===== src/hw/dcm_params.svh =====
`ifndef DCM_PARAMS_SVH
`define DCM_PARAMS_SVH

// link command fields
`define DCM_RS_SFR          2'b00
`define DCM_FN_NOP          6'h00
`define DCM_FN_SOFT_PD      6'h08
`define DCM_FN_SOFT_PU      6'h09
`define DCM_FN_MONITOR      6'h0a
`define DCM_FN_CTRL         6'h0c
`define DCM_FN_SOFT_RST     6'h0f

// device control register layout
`define DCM_CR_PD_STATE     11
`define DCM_CR_REF_LEVEL    10
`define DCM_CR_BOOST        9
`define DCM_CR_INT_REF      8
`define DCM_CR_MON_EN       7
`define DCM_CR_THERM_EN     6
`define DCM_CR_TOG_HI       4
`define DCM_CR_TOG_LO       0
`define DCM_CR_RESET        12'h800
`define DCM_CR_REF_MASK     12'h400

// monitor select
`define DCM_MON_ADDR_HI     11
`define DCM_MON_ADDR_LO     6
`define DCM_MON_HIZ         6'h3f

// channels and toggle groups
`define DCM_NUM_CH          40
`define DCM_GROUP_SHIFT     3
`define DCM_NUM_GROUPS      5

// host APB register map
`define DCM_APB_CMD         12'h000
`define DCM_APB_STATUS      12'h004
`define DCM_APB_RDATA       12'h008
`define DCM_APB_LOAD        12'h00c
`define DCM_CMD_DATA_HI     11
`define DCM_CMD_DATA_LO     0
`define DCM_CMD_FN_HI       17
`define DCM_CMD_FN_LO       12
`define DCM_CMD_READ        18
`define DCM_CMD_RS_LO       19
`define DCM_CMD_RS_HI       20
`define DCM_ST_BUSY         0
`define DCM_ST_RDATA_VALID  1
`define DCM_ST_REFUSED      2

`endif


===== src/hw/dcm_pkg.sv =====
package dcm_pkg;
    typedef logic [11:0] dcm_word_t;
    typedef logic [5:0]  dcm_fn_t;
    typedef logic [1:0]  dcm_rs_t;
    typedef enum logic [1:0] {
        DCM_IDLE,
        DCM_ISSUE,
        DCM_WAIT_RSP
    } dcm_host_state_t;
endpackage

===== src/hw/dcm_link_if.sv =====
interface dcm_link_if;
    import dcm_pkg::*;
    logic      cmd_valid;
    logic      cmd_ready;
    logic      reg_select_hi;
    logic      reg_select_lo;
    dcm_fn_t   function_address;
    logic      read_not_write;
    dcm_word_t cmd_data;
    logic      rsp_valid;
    dcm_word_t rsp_data;
    logic      load_outputs;

    modport device (
        input  cmd_valid,
        output cmd_ready,
        input  reg_select_hi,
        input  reg_select_lo,
        input  function_address,
        input  read_not_write,
        input  cmd_data,
        output rsp_valid,
        output rsp_data,
        input  load_outputs
    );
    modport host (
        output cmd_valid,
        input  cmd_ready,
        output reg_select_hi,
        output reg_select_lo,
        output function_address,
        output read_not_write,
        output cmd_data,
        input  rsp_valid,
        input  rsp_data,
        output load_outputs
    );
endinterface


===== src/hw/dcm_device.sv =====
// Summary of operation
// - fn 001100: write or readback control register
// - bit 11: power-down output high-z or load
// - bit 10: reference level, default per variant
// - bit 9: amplifier boost, default off
// - bit 8: internal reference enable, default external
// - bit 7: monitor enable, else pin neither routed nor floated
// - host enables monitor, then selects channel
// - monitor address sits in data bits 11:6
// - monitor address 63 floats monitor pin
// - bit 6: thermal shutdown above threshold
// - thermal trip cleared by power-up if cool
// - bits 4:0 enable toggle groups, bit 5 ignored
// - group n covers channels 8n to 8n+7
// - load pulse flips enabled channels A/B
// - special functions decode only with selects 00
// - power-down blocks writes, keeps register contents
`include "dcm_params.svh"

module dcm_device #(
    parameter logic ref_level_default = 1'b1
) (
    input  wire logic                 pclk,
    input  wire logic                 presetn,
    dcm_link_if.device                link,
    input  wire logic                 die_over_temp,
    input  wire logic                 hw_power_down,
    output logic                      pd_output_state,
    output logic                      ref_level_sel,
    output logic                      amp_boost,
    output logic                      internal_ref_en,
    output logic                      monitor_en,
    output logic                      thermal_guard_en,
    output logic [4:0]                toggle_group_en,
    output logic                      amps_enabled,
    output logic                      thermal_tripped,
    output dcm_pkg::dcm_fn_t          monitor_channel_addr,
    output logic                      monitor_routed,
    output logic                      monitor_pin_hiz,
    output logic [`DCM_NUM_CH-1:0]    toggle_use_b
);
    import dcm_pkg::*;

    localparam dcm_word_t cr_reset = `DCM_CR_RESET
                                   | (ref_level_default ? `DCM_CR_REF_MASK : 12'h000);

    dcm_word_t device_control;
    logic      soft_pd;
    logic      ot_meta;
    logic      ot_sync;
    logic      hpd_meta;
    logic      hpd_sync;
    logic      take;
    logic      sfr;
    logic      powered_down;
    logic      do_ctrl_wr;
    logic      do_ctrl_rd;
    logic      do_mon;
    logic      do_pd;
    logic      do_pu;
    logic      do_rst;
    logic      trip_set;

    // always ready: every command except a readback completes in the cycle it is taken
    assign link.cmd_ready = 1'b1;
    assign take = link.cmd_valid & link.cmd_ready;
    assign sfr  = ({link.reg_select_hi, link.reg_select_lo} == `DCM_RS_SFR);

    // pins from the analog side are asynchronous
    always_ff @(posedge pclk or negedge presetn) begin
        if (!presetn) begin
            ot_meta  <= 1'b0;
            ot_sync  <= 1'b0;
            hpd_meta <= 1'b0;
            hpd_sync <= 1'b0;
        end else begin
            ot_meta  <= die_over_temp;
            ot_sync  <= ot_meta;
            hpd_meta <= hw_power_down;
            hpd_sync <= hpd_meta;
        end
    end

    // hardware and software power-down are simply or-ed
    assign powered_down = soft_pd | hpd_sync | thermal_tripped;
    assign amps_enabled = ~powered_down;

    always_comb begin
        do_ctrl_wr = 1'b0;
        do_ctrl_rd = 1'b0;
        do_mon     = 1'b0;
        do_pd      = 1'b0;
        do_pu      = 1'b0;
        do_rst     = 1'b0;
        if (take && sfr) begin
            case (link.function_address)
                `DCM_FN_CTRL: begin
                    do_ctrl_wr = ~link.read_not_write & ~powered_down;
                    do_ctrl_rd = link.read_not_write;
                end
                `DCM_FN_MONITOR:  do_mon = ~link.read_not_write & ~powered_down;
                `DCM_FN_SOFT_PD:  do_pd  = ~link.read_not_write;
                `DCM_FN_SOFT_PU:  do_pu  = ~link.read_not_write;
                // reset is not a register write, so power-down does not block it
                `DCM_FN_SOFT_RST: do_rst = ~link.read_not_write;
                default: ;
            endcase
        end
    end

    // control register; bit 5 is stored so readback is exact
    always_ff @(posedge pclk or negedge presetn) begin
        if (!presetn) begin
            device_control <= cr_reset;
        end else if (do_rst) begin
            device_control <= cr_reset;
        end else if (do_ctrl_wr) begin
            device_control <= link.cmd_data;
        end
    end

    assign pd_output_state  = device_control[`DCM_CR_PD_STATE];
    assign ref_level_sel    = device_control[`DCM_CR_REF_LEVEL];
    assign amp_boost        = device_control[`DCM_CR_BOOST];
    assign internal_ref_en  = device_control[`DCM_CR_INT_REF];
    assign monitor_en       = device_control[`DCM_CR_MON_EN];
    assign thermal_guard_en = device_control[`DCM_CR_THERM_EN];
    assign toggle_group_en  = device_control[`DCM_CR_TOG_HI:`DCM_CR_TOG_LO];

    // readback answer one cycle after the command is taken
    always_ff @(posedge pclk or negedge presetn) begin
        if (!presetn) begin
            link.rsp_valid <= 1'b0;
            link.rsp_data  <= 12'h000;
        end else begin
            link.rsp_valid <= do_ctrl_rd;
            if (do_ctrl_rd) begin
                link.rsp_data <= device_control;
            end
        end
    end

    // soft power-down state
    always_ff @(posedge pclk or negedge presetn) begin
        if (!presetn) begin
            soft_pd <= 1'b0;
        end else if (do_rst || do_pu) begin
            soft_pd <= 1'b0;
        end else if (do_pd) begin
            soft_pd <= 1'b1;
        end
    end

    // trip is sticky; a hot die wins over a power-up in the same cycle
    assign trip_set = thermal_guard_en & ot_sync;

    always_ff @(posedge pclk or negedge presetn) begin
        if (!presetn) begin
            thermal_tripped <= 1'b0;
        end else if (trip_set) begin
            thermal_tripped <= 1'b1;
        end else if ((do_pu || do_rst) && !ot_sync) begin
            thermal_tripped <= 1'b0;
        end
    end

    // monitor multiplexer select; starts at the float address 63 until a channel is chosen
    always_ff @(posedge pclk or negedge presetn) begin
        if (!presetn) begin
            monitor_channel_addr <= `DCM_MON_HIZ;
        end else if (do_rst) begin
            monitor_channel_addr <= `DCM_MON_HIZ;
        end else if (do_mon) begin
            monitor_channel_addr <= link.cmd_data[`DCM_MON_ADDR_HI:`DCM_MON_ADDR_LO];
        end
    end

    // a select written before the enable is kept and used once enabled
    assign monitor_pin_hiz = monitor_en & (monitor_channel_addr == `DCM_MON_HIZ);
    assign monitor_routed  = monitor_en & ~monitor_pin_hiz;

    // per-channel A/B selection driven by the load pulse
    genvar ch;
    generate
        for (ch = 0; ch < `DCM_NUM_CH; ch++) begin : g_toggle
            localparam int grp = ch >> `DCM_GROUP_SHIFT;
            always_ff @(posedge pclk or negedge presetn) begin
                if (!presetn) begin
                    toggle_use_b[ch] <= 1'b0;
                end else if (do_rst || !toggle_group_en[grp]) begin
                    toggle_use_b[ch] <= 1'b0;
                end else if (link.load_outputs) begin
                    toggle_use_b[ch] <= ~toggle_use_b[ch];
                end
            end
        end
    endgenerate

endmodule // dcm_device


===== src/flat_wrapper.sv =====
// flat-port wrapper written by rule: the top's interface ports become plain ports
module dcm_device_flat import dcm_pkg::*;
#(
    parameter logic ref_level_default = 1'b1
)
  (pclk, presetn, die_over_temp, hw_power_down, pd_output_state, ref_level_sel, amp_boost, internal_ref_en, monitor_en, thermal_guard_en, toggle_group_en, amps_enabled, thermal_tripped, monitor_channel_addr, monitor_routed, monitor_pin_hiz, toggle_use_b, link_cmd_valid, link_cmd_ready, link_reg_select_hi, link_reg_select_lo, link_function_address, link_read_not_write, link_cmd_data, link_rsp_valid, link_rsp_data, link_load_outputs);
  dcm_link_if link_i ();
  input  wire logic pclk;
  input  wire logic presetn;
  input  wire logic die_over_temp;
  input  wire logic hw_power_down;
  output logic pd_output_state;
  output logic ref_level_sel;
  output logic amp_boost;
  output logic internal_ref_en;
  output logic monitor_en;
  output logic thermal_guard_en;
  output logic [4:0] toggle_group_en;
  output logic amps_enabled;
  output logic thermal_tripped;
  output dcm_pkg::dcm_fn_t monitor_channel_addr;
  output logic monitor_routed;
  output logic monitor_pin_hiz;
  output logic [`DCM_NUM_CH-1:0] toggle_use_b;
  input wire logic [$bits(link_i.cmd_valid)-1:0] link_cmd_valid;
  output wire logic [$bits(link_i.cmd_ready)-1:0] link_cmd_ready;
  input wire logic [$bits(link_i.reg_select_hi)-1:0] link_reg_select_hi;
  input wire logic [$bits(link_i.reg_select_lo)-1:0] link_reg_select_lo;
  input wire logic [$bits(link_i.function_address)-1:0] link_function_address;
  input wire logic [$bits(link_i.read_not_write)-1:0] link_read_not_write;
  input wire logic [$bits(link_i.cmd_data)-1:0] link_cmd_data;
  output wire logic [$bits(link_i.rsp_valid)-1:0] link_rsp_valid;
  output wire logic [$bits(link_i.rsp_data)-1:0] link_rsp_data;
  input wire logic [$bits(link_i.load_outputs)-1:0] link_load_outputs;
  assign link_i.cmd_valid = link_cmd_valid;
  assign link_cmd_ready = link_i.cmd_ready;
  assign link_i.reg_select_hi = link_reg_select_hi;
  assign link_i.reg_select_lo = link_reg_select_lo;
  assign link_i.function_address = link_function_address;
  assign link_i.read_not_write = link_read_not_write;
  assign link_i.cmd_data = link_cmd_data;
  assign link_rsp_valid = link_i.rsp_valid;
  assign link_rsp_data = link_i.rsp_data;
  assign link_i.load_outputs = link_load_outputs;
  dcm_device #(.ref_level_default(ref_level_default)) u_core (.pclk(pclk), .presetn(presetn), .link(link_i), .die_over_temp(die_over_temp), .hw_power_down(hw_power_down), .pd_output_state(pd_output_state), .ref_level_sel(ref_level_sel), .amp_boost(amp_boost), .internal_ref_en(internal_ref_en), .monitor_en(monitor_en), .thermal_guard_en(thermal_guard_en), .toggle_group_en(toggle_group_en), .amps_enabled(amps_enabled), .thermal_tripped(thermal_tripped), .monitor_channel_addr(monitor_channel_addr), .monitor_routed(monitor_routed), .monitor_pin_hiz(monitor_pin_hiz), .toggle_use_b(toggle_use_b));
endmodule

===== config.mk =====
export PLATFORM = sky130hd
export DESIGN_NAME = dcm_device_flat
export DESIGN_NICKNAME = d
export VERILOG_FILES = /design/src/hw/dcm_pkg.sv /design/src/hw/dcm_link_if.sv /design/src/hw/dcm_device.sv /design/src/flat_wrapper.sv
export VERILOG_INCLUDE_DIRS = /design/src /design/src/hw
export SDC_FILE = /design/constraint.sdc
export NUM_CORES = 1
export LEC_CHECK = 0
export BUFFER_PORTS_ARGS = -buffer_cell sky130_fd_sc_hd__buf_2
export CELL_PAD_IN_SITES_DETAIL_PLACEMENT = 0
export CELL_PAD_IN_SITES_GLOBAL_PLACEMENT = 2
export CORE_MARGIN = 2
export CORE_UTILIZATION = 32
export DETAILED_ROUTE_END_ITERATION = 10
export PLACE_DENSITY_LB_ADDON = 0.3
export SLEW_MARGIN = 15
export SYNTH_ARGS = -nofsm -noshare
export SYNTH_HDL_FRONTEND = slang
export SYNTH_SLANG_ARGS = --single-unit

===== constraint.sdc =====
create_clock -name pclk -period 1.55 [get_ports pclk]
set_input_delay 0.155 -clock pclk [delete_from_list [all_inputs] [get_ports pclk]]
set_output_delay 0.155 -clock pclk [all_outputs]
set_load 0.01 [all_outputs]

Yosys cells after proc, flatten, opt, wreduce, memory -nomap -nowiden

Cells that the tools add are included.

Register bits after elaboration: 77
Bits of input ports: 27
Output and inout bits: 75
Logic and storage cells: 229

Eq/ne operators: 6
Mux-type cells: 100
Bitwise logic cells: 49
Reduce and logical (&&, ||, !) cells: 24

Operator list:

| kind                                                             | number |
|---|---|
| 1-bit 2-to-1 mux                                                 | 96 |
| 1-bit NOT                                                        | 43 |
| 6-bit by 4-bit == test with 1-bit output (second input constant) | 5 |
| 12-bit 2-to-1 mux                                                | 2 |
| 2-bit nonzero test                                               | 9 |
| 6-bit 2-to-1 mux                                                 | 2 |
| 6-bit == test (second input constant)                            | 1 |
| 1-bit logical NOT                                                | 6 |
| 1-bit logical OR                                                 | 6 |
| 1-bit bitwise AND                                                | 4 |
| 1-bit logical AND                                                | 2 |
| 2-bit logical NOT                                                | 1 |
| 1-bit bitwise OR                                                 | 2 |

Depth between registers and ports, before layout

Depth in word-level cells: 8
Mapped depth: 7
Gate-level depth less buffers: 4

Worst setup path before layout

No wires, ideal clock.

Path type: reg-to-reg
Start point: register u_core.soft_pd
End point: register u_core.device_control[7]
Setup time: 0.121 ns
Arrival: 1.272 ns
Data required time: 1.429 ns
Setup slack: 0.157 ns
Stages on the path, launching flop included: 6
Buffers on the path: 1
Period minus slack after synthesis: 1.393 ns
Cell sequence: dfrtp_1 -> nor3_2 -> and4_1 -> buf_6 -> nor2_4 -> a22o_1

Word-level cells in the longest chain between the ends: 7

RTL lines:

| what                                | line               | RTL |
|---|---|---|
| start: declaration                  | dcm_device.sv:48   | `logic soft_pd;` |
| start signal: assignment            | dcm_device.sv:146  | `soft_pd <= 1'b0;` |
| start signal: assignment            | dcm_device.sv:148  | `soft_pd <= 1'b0;` |
| start signal: assignment            | dcm_device.sv:150  | `soft_pd <= 1'b1;` |
| 1-bit bitwise OR (2 in series)      | dcm_device.sv:85   | `assign powered_down = soft_pd \| hpd_sync \| thermal_tripped;` |
| 1-bit NOT                           | -                  |  |
| named net amps_enabled              | flat_wrapper.sv:19 | `output logic amps_enabled;` |
| 1-bit bitwise AND                   | dcm_device.sv:98   | `do_ctrl_wr = ~link.read_not_write & ~powered_down;` |
| 1-bit 2-to-1 mux                    | dcm_device.sv:96   | `case (link.function_address)` |
| 1-bit 2-to-1 mux                    | dcm_device.sv:95   | `if (take && sfr) begin` |
| 2-bit nonzero test (no source line) | -                  |  |
| end signal: assignment              | dcm_device.sv:114  | `device_control <= cr_reset;` |
| end signal: assignment              | dcm_device.sv:116  | `device_control <= cr_reset;` |
| end signal: assignment              | dcm_device.sv:118  | `device_control <= link.cmd_data;` |
| end: declaration                    | dcm_device.sv:47   | `dcm_word_t device_control;` |

The timed path passes the listed nets, and every way through them passes these cells.
A chain may end at the register's enable or synchronous reset.

Final worst setup path

Start point: register u_core.monitor_channel_addr[5]
End point: output monitor_pin_hiz

Word-level cells in the longest chain between the ends: 2

RTL lines:

| what                           | line               | RTL |
|---|---|---|
| start: declaration             | dcm_device.sv:37   | `output dcm_pkg::dcm_fn_t monitor_channel_addr,` |
| start signal: assignment       | dcm_device.sv:170  | `` monitor_channel_addr <= `DCM_MON_HIZ; `` |
| start signal: assignment       | dcm_device.sv:172  | `` monitor_channel_addr <= `DCM_MON_HIZ; `` |
| start signal: assignment       | dcm_device.sv:174  | `` monitor_channel_addr <= link.cmd_data[`DCM_MON_ADDR_HI:`DCM_MON_ADDR_LO]; `` |
| 6-bit == test (no source line) | -                  |  |
| 1-bit bitwise AND              | dcm_device.sv:179  | `` assign monitor_pin_hiz = monitor_en & (monitor_channel_addr == `DCM_MON_HIZ); `` |
| end: declaration               | flat_wrapper.sv:23 | `output logic monitor_pin_hiz;` |

No other way between the ends.

==> run metrics <==
maximum resistive drop on vdd 0.000415 V; setup repair after global routing missed its margin true; boundary pin count between 100 and 150; combined global-route utilization of all metal layers 14.0%; diode count 0; number of DRC markers in iteration 0 56; largest net degree at the start of global routing between 40 and 50; average routed wire per standard cell around 14 microns; Setup-failing EPs final 0; longest individual stage delay on the worst path 560 ps; result of the run finished, final reports clean; crit path time final approximately 1500 ps; synthesis-to-layout area growth 29.2%; Worst Hold Path Cells 3; area of the core a little under 10000 sq um; post-synth top area cell dfrtp_1; number of violations of the max-capacitance limit 0; slack of the worst reg-to-reg path 150 ps; number of different library cells in the post-synthesis netlist 35; sequential cell area fraction in the yosys report 59.7%; Max stage delay cell, worst path dfstp_2; Skew-Pair Late Insertion Delay around 340 ps; Residual DRC 0; via count around 2200; Max clock buf depth 2; TritonCTS clock tree built; number of instances in the synthesized netlist between 200 and 300; count of state elements after synthesis 77; Total Nets Final 412; path length in cells of the critical path 4; H-tree Lvls 3; total of warnings raised by yosys 0; Design Area, Final approximately 4200 sq um; residual overflow from global routing 0; static leakage approximately 2.2 nW; worst hold path endpoint u_core.device_control[3]; element type at the critical path start register; share of the synthesized area in the top cell type between 50 and 60%; Max Clock Freq ~0.66 GHz; RR Startpoint u_core.soft_pd; hold crit path type input pin to register; floorplan die area about 11000 sq um; Initial Util 33.1%; total length of routed wires just over 7000 microns; CP Cell Sequence nand4_1 > nor2_2 > and2_1 > buf_2; commonest cells after routing, fill and taps aside buf_2 (99), dfrtp_1 (69), nand2_1 (43), nor2_1 (43), xnor2_1 (40); last weighted congestion value of the routability-driven placer about 0.8; vias in the first global route about 2300; critical path peak fanout 3; kind of cell with the highest combined delay on the critical path flip-flops; origin of the worst min-delay path link_cmd_data[3]; Clock Pin Slew Worst Setup and Hold Paths about 90 ps; final-report hold violation count 0; arrival time worst endpoint 1350 ps; count of cells along the worst register-to-register path 5; total power of the final layout roughly 4.2 mW; mean instance size in the synthesized netlist roughly 12 sq um; CTS buffer count 9; standard-cell row count 36; Clock Sink Count between 70 and 80; combined area of all synthesized cells roughly 3200 sq um; number of vias per cell around 4.2; die height around 100 microns; final slew viol count 0; ratio of cells with drive above 1 in the final layout 40.5%; Worst setup EP type output port; Crit path required time 1390 ps; Pwr per Cell Area 1000 nW/um^2; horizontal die dimension 105 microns; ranking of synthesized cells by area dfrtp_1 (53%), xnor2_1 (11%), dfstp_2 (6.5%); number of buffer cells added on primary ports 100; worst flop-to-flop path endpoint u_core.device_control[9]; area of placed instances 3900 sq um; Final Skew approximately 9 ps; detailed-router iteration count before antenna repair 4; initial antenna violation count 0; DRT antenna net count 0; combined buffer and inverter count along the critical path 1; setup fix buffers added after clock tree synthesis 0; syn nets roughly 300; most common cell after layout, fill and taps aside buf_2; first-pass GRT wire length ~12000 microns; category of the critical setup timing path register to output port; part of the cycle the worst path needs approximately 97%; Sum Neg Setup Slack 0 ps; library cell used as clock root buffer clkbuf_8; post-detail-place hpwl around 5000 microns; final core occ a little over two fifths
[where the power goes]
group	internal, mW	switching [mW]
Combinational	0.120	0.148
Clock	1.12	0.736
Sequential	2.04	0.0227
[synthesized netlist by cell type, drive strengths merged]
master	number
nor2	45
and2	1
a22o	6
a32oi	1
nor2b	1
dfstp	8
and4	3
nand3	2
o21ai	7
nor4b	1
o211ai	1
nand2b	1
nand2	53
and4bb	1
inv	2
nor3b	2
xor2	1
nand4	4
xnor2	40
nor3	2
clkbuf	1
a22oi	1
buf	17
mux2i	6
conb	1
dfrtp	69
[registers in the layout, summed over array words and instances (netlist names)]
register / cells
u_core.ot_sync: 1
u_core.link.rsp_data: 12
u_core.thermal_tripped: 1
u_core.monitor_channel_addr: 6
u_core.ot_meta: 1
u_core.soft_pd: 1
u_core.device_control: 12
u_core.hpd_meta: 1
u_core.toggle_use_b: 40
u_core.hpd_sync: 1
u_core.link.rsp_valid: 1
[cell type report]
cell class                      count  area, sq um
Clock buffer                       11          141
Tap cell                          133          166
Sequential cell                    77         1940
Timing Repair Buffer              115          663
Fill cell                        1011         5630
Clock inverter                      5          108
Inverter                            2         7.51
Multi-Input combinational cell    180         1170
[logic make-up (layout without fill, tap and decap cells)]
| kind of cell | after synthesis | after routing | share of synthesized area, % |
|---|---|---|---|
| compound gates | 16 | 16 | 4.16 |
| flops | 77 | 77 | 59.7 |
| xor+xnor | 41 | 41 | 11.1 |
| mux | 6 | 6 | 1.85 |
| other cells | 1 | 1 | 0.116 |
| simple gates | 116 | 116 | 18.8 |
| buf+inv | 20 | 133 | 4.32 |
[through the flow]
stage | hold WS [ps] | cells | setup WS [ps]
6_report | 20.1 | 523 | 43.9
5_1_grt | 12.0 | 523 | -49.3
4_1_cts | 1.26 | 523 | 3.40
3_5_place_dp | 17.6 | 503 | 55.9
3_3_place_gp | 17.8 | 503 | 79.5
2_1_floorplan | -141 | 277 | 157
[worst min-delay path: stages]
cell     delay [ps]
buf_2            90
nand2_2          40
o21ai_2          40
[layer usage]
metal	global-route usage, %	vias to the layer above	wire length [microns]	part of all wire (%)
li1	-	1095	-	-
met1	18.4	1062	3360	47
met2	22.2	46	3380	47
met3	3.37	4	332	4.6
met4	5.71	0	70	0.98
met5	0	-	0	0
[what timing repair did]
action	4_1_cts	5_1_grt
gates resized for setup	0	1
endpoints found under the setup margin	0	2
endpoints found under the hold margin	75	0
hold buffers	4	0
[worst max path at each step]
stage | start | end | slack [ps]
global placement | link_function_address[4] | u_core.device_control[5] | 80
finish | u_core.monitor_channel_addr[5] | monitor_pin_hiz | 40
global route | u_core.monitor_channel_addr[5] | monitor_pin_hiz | -50
floorplan | u_core.soft_pd | u_core.device_control[7] | 160
detailed placement | link_function_address[4] | u_core.device_control[7] | 60
CTS | u_core.monitor_channel_addr[5] | monitor_pin_hiz | 3
No activity file was read; power rests on OpenSTA's default activity.
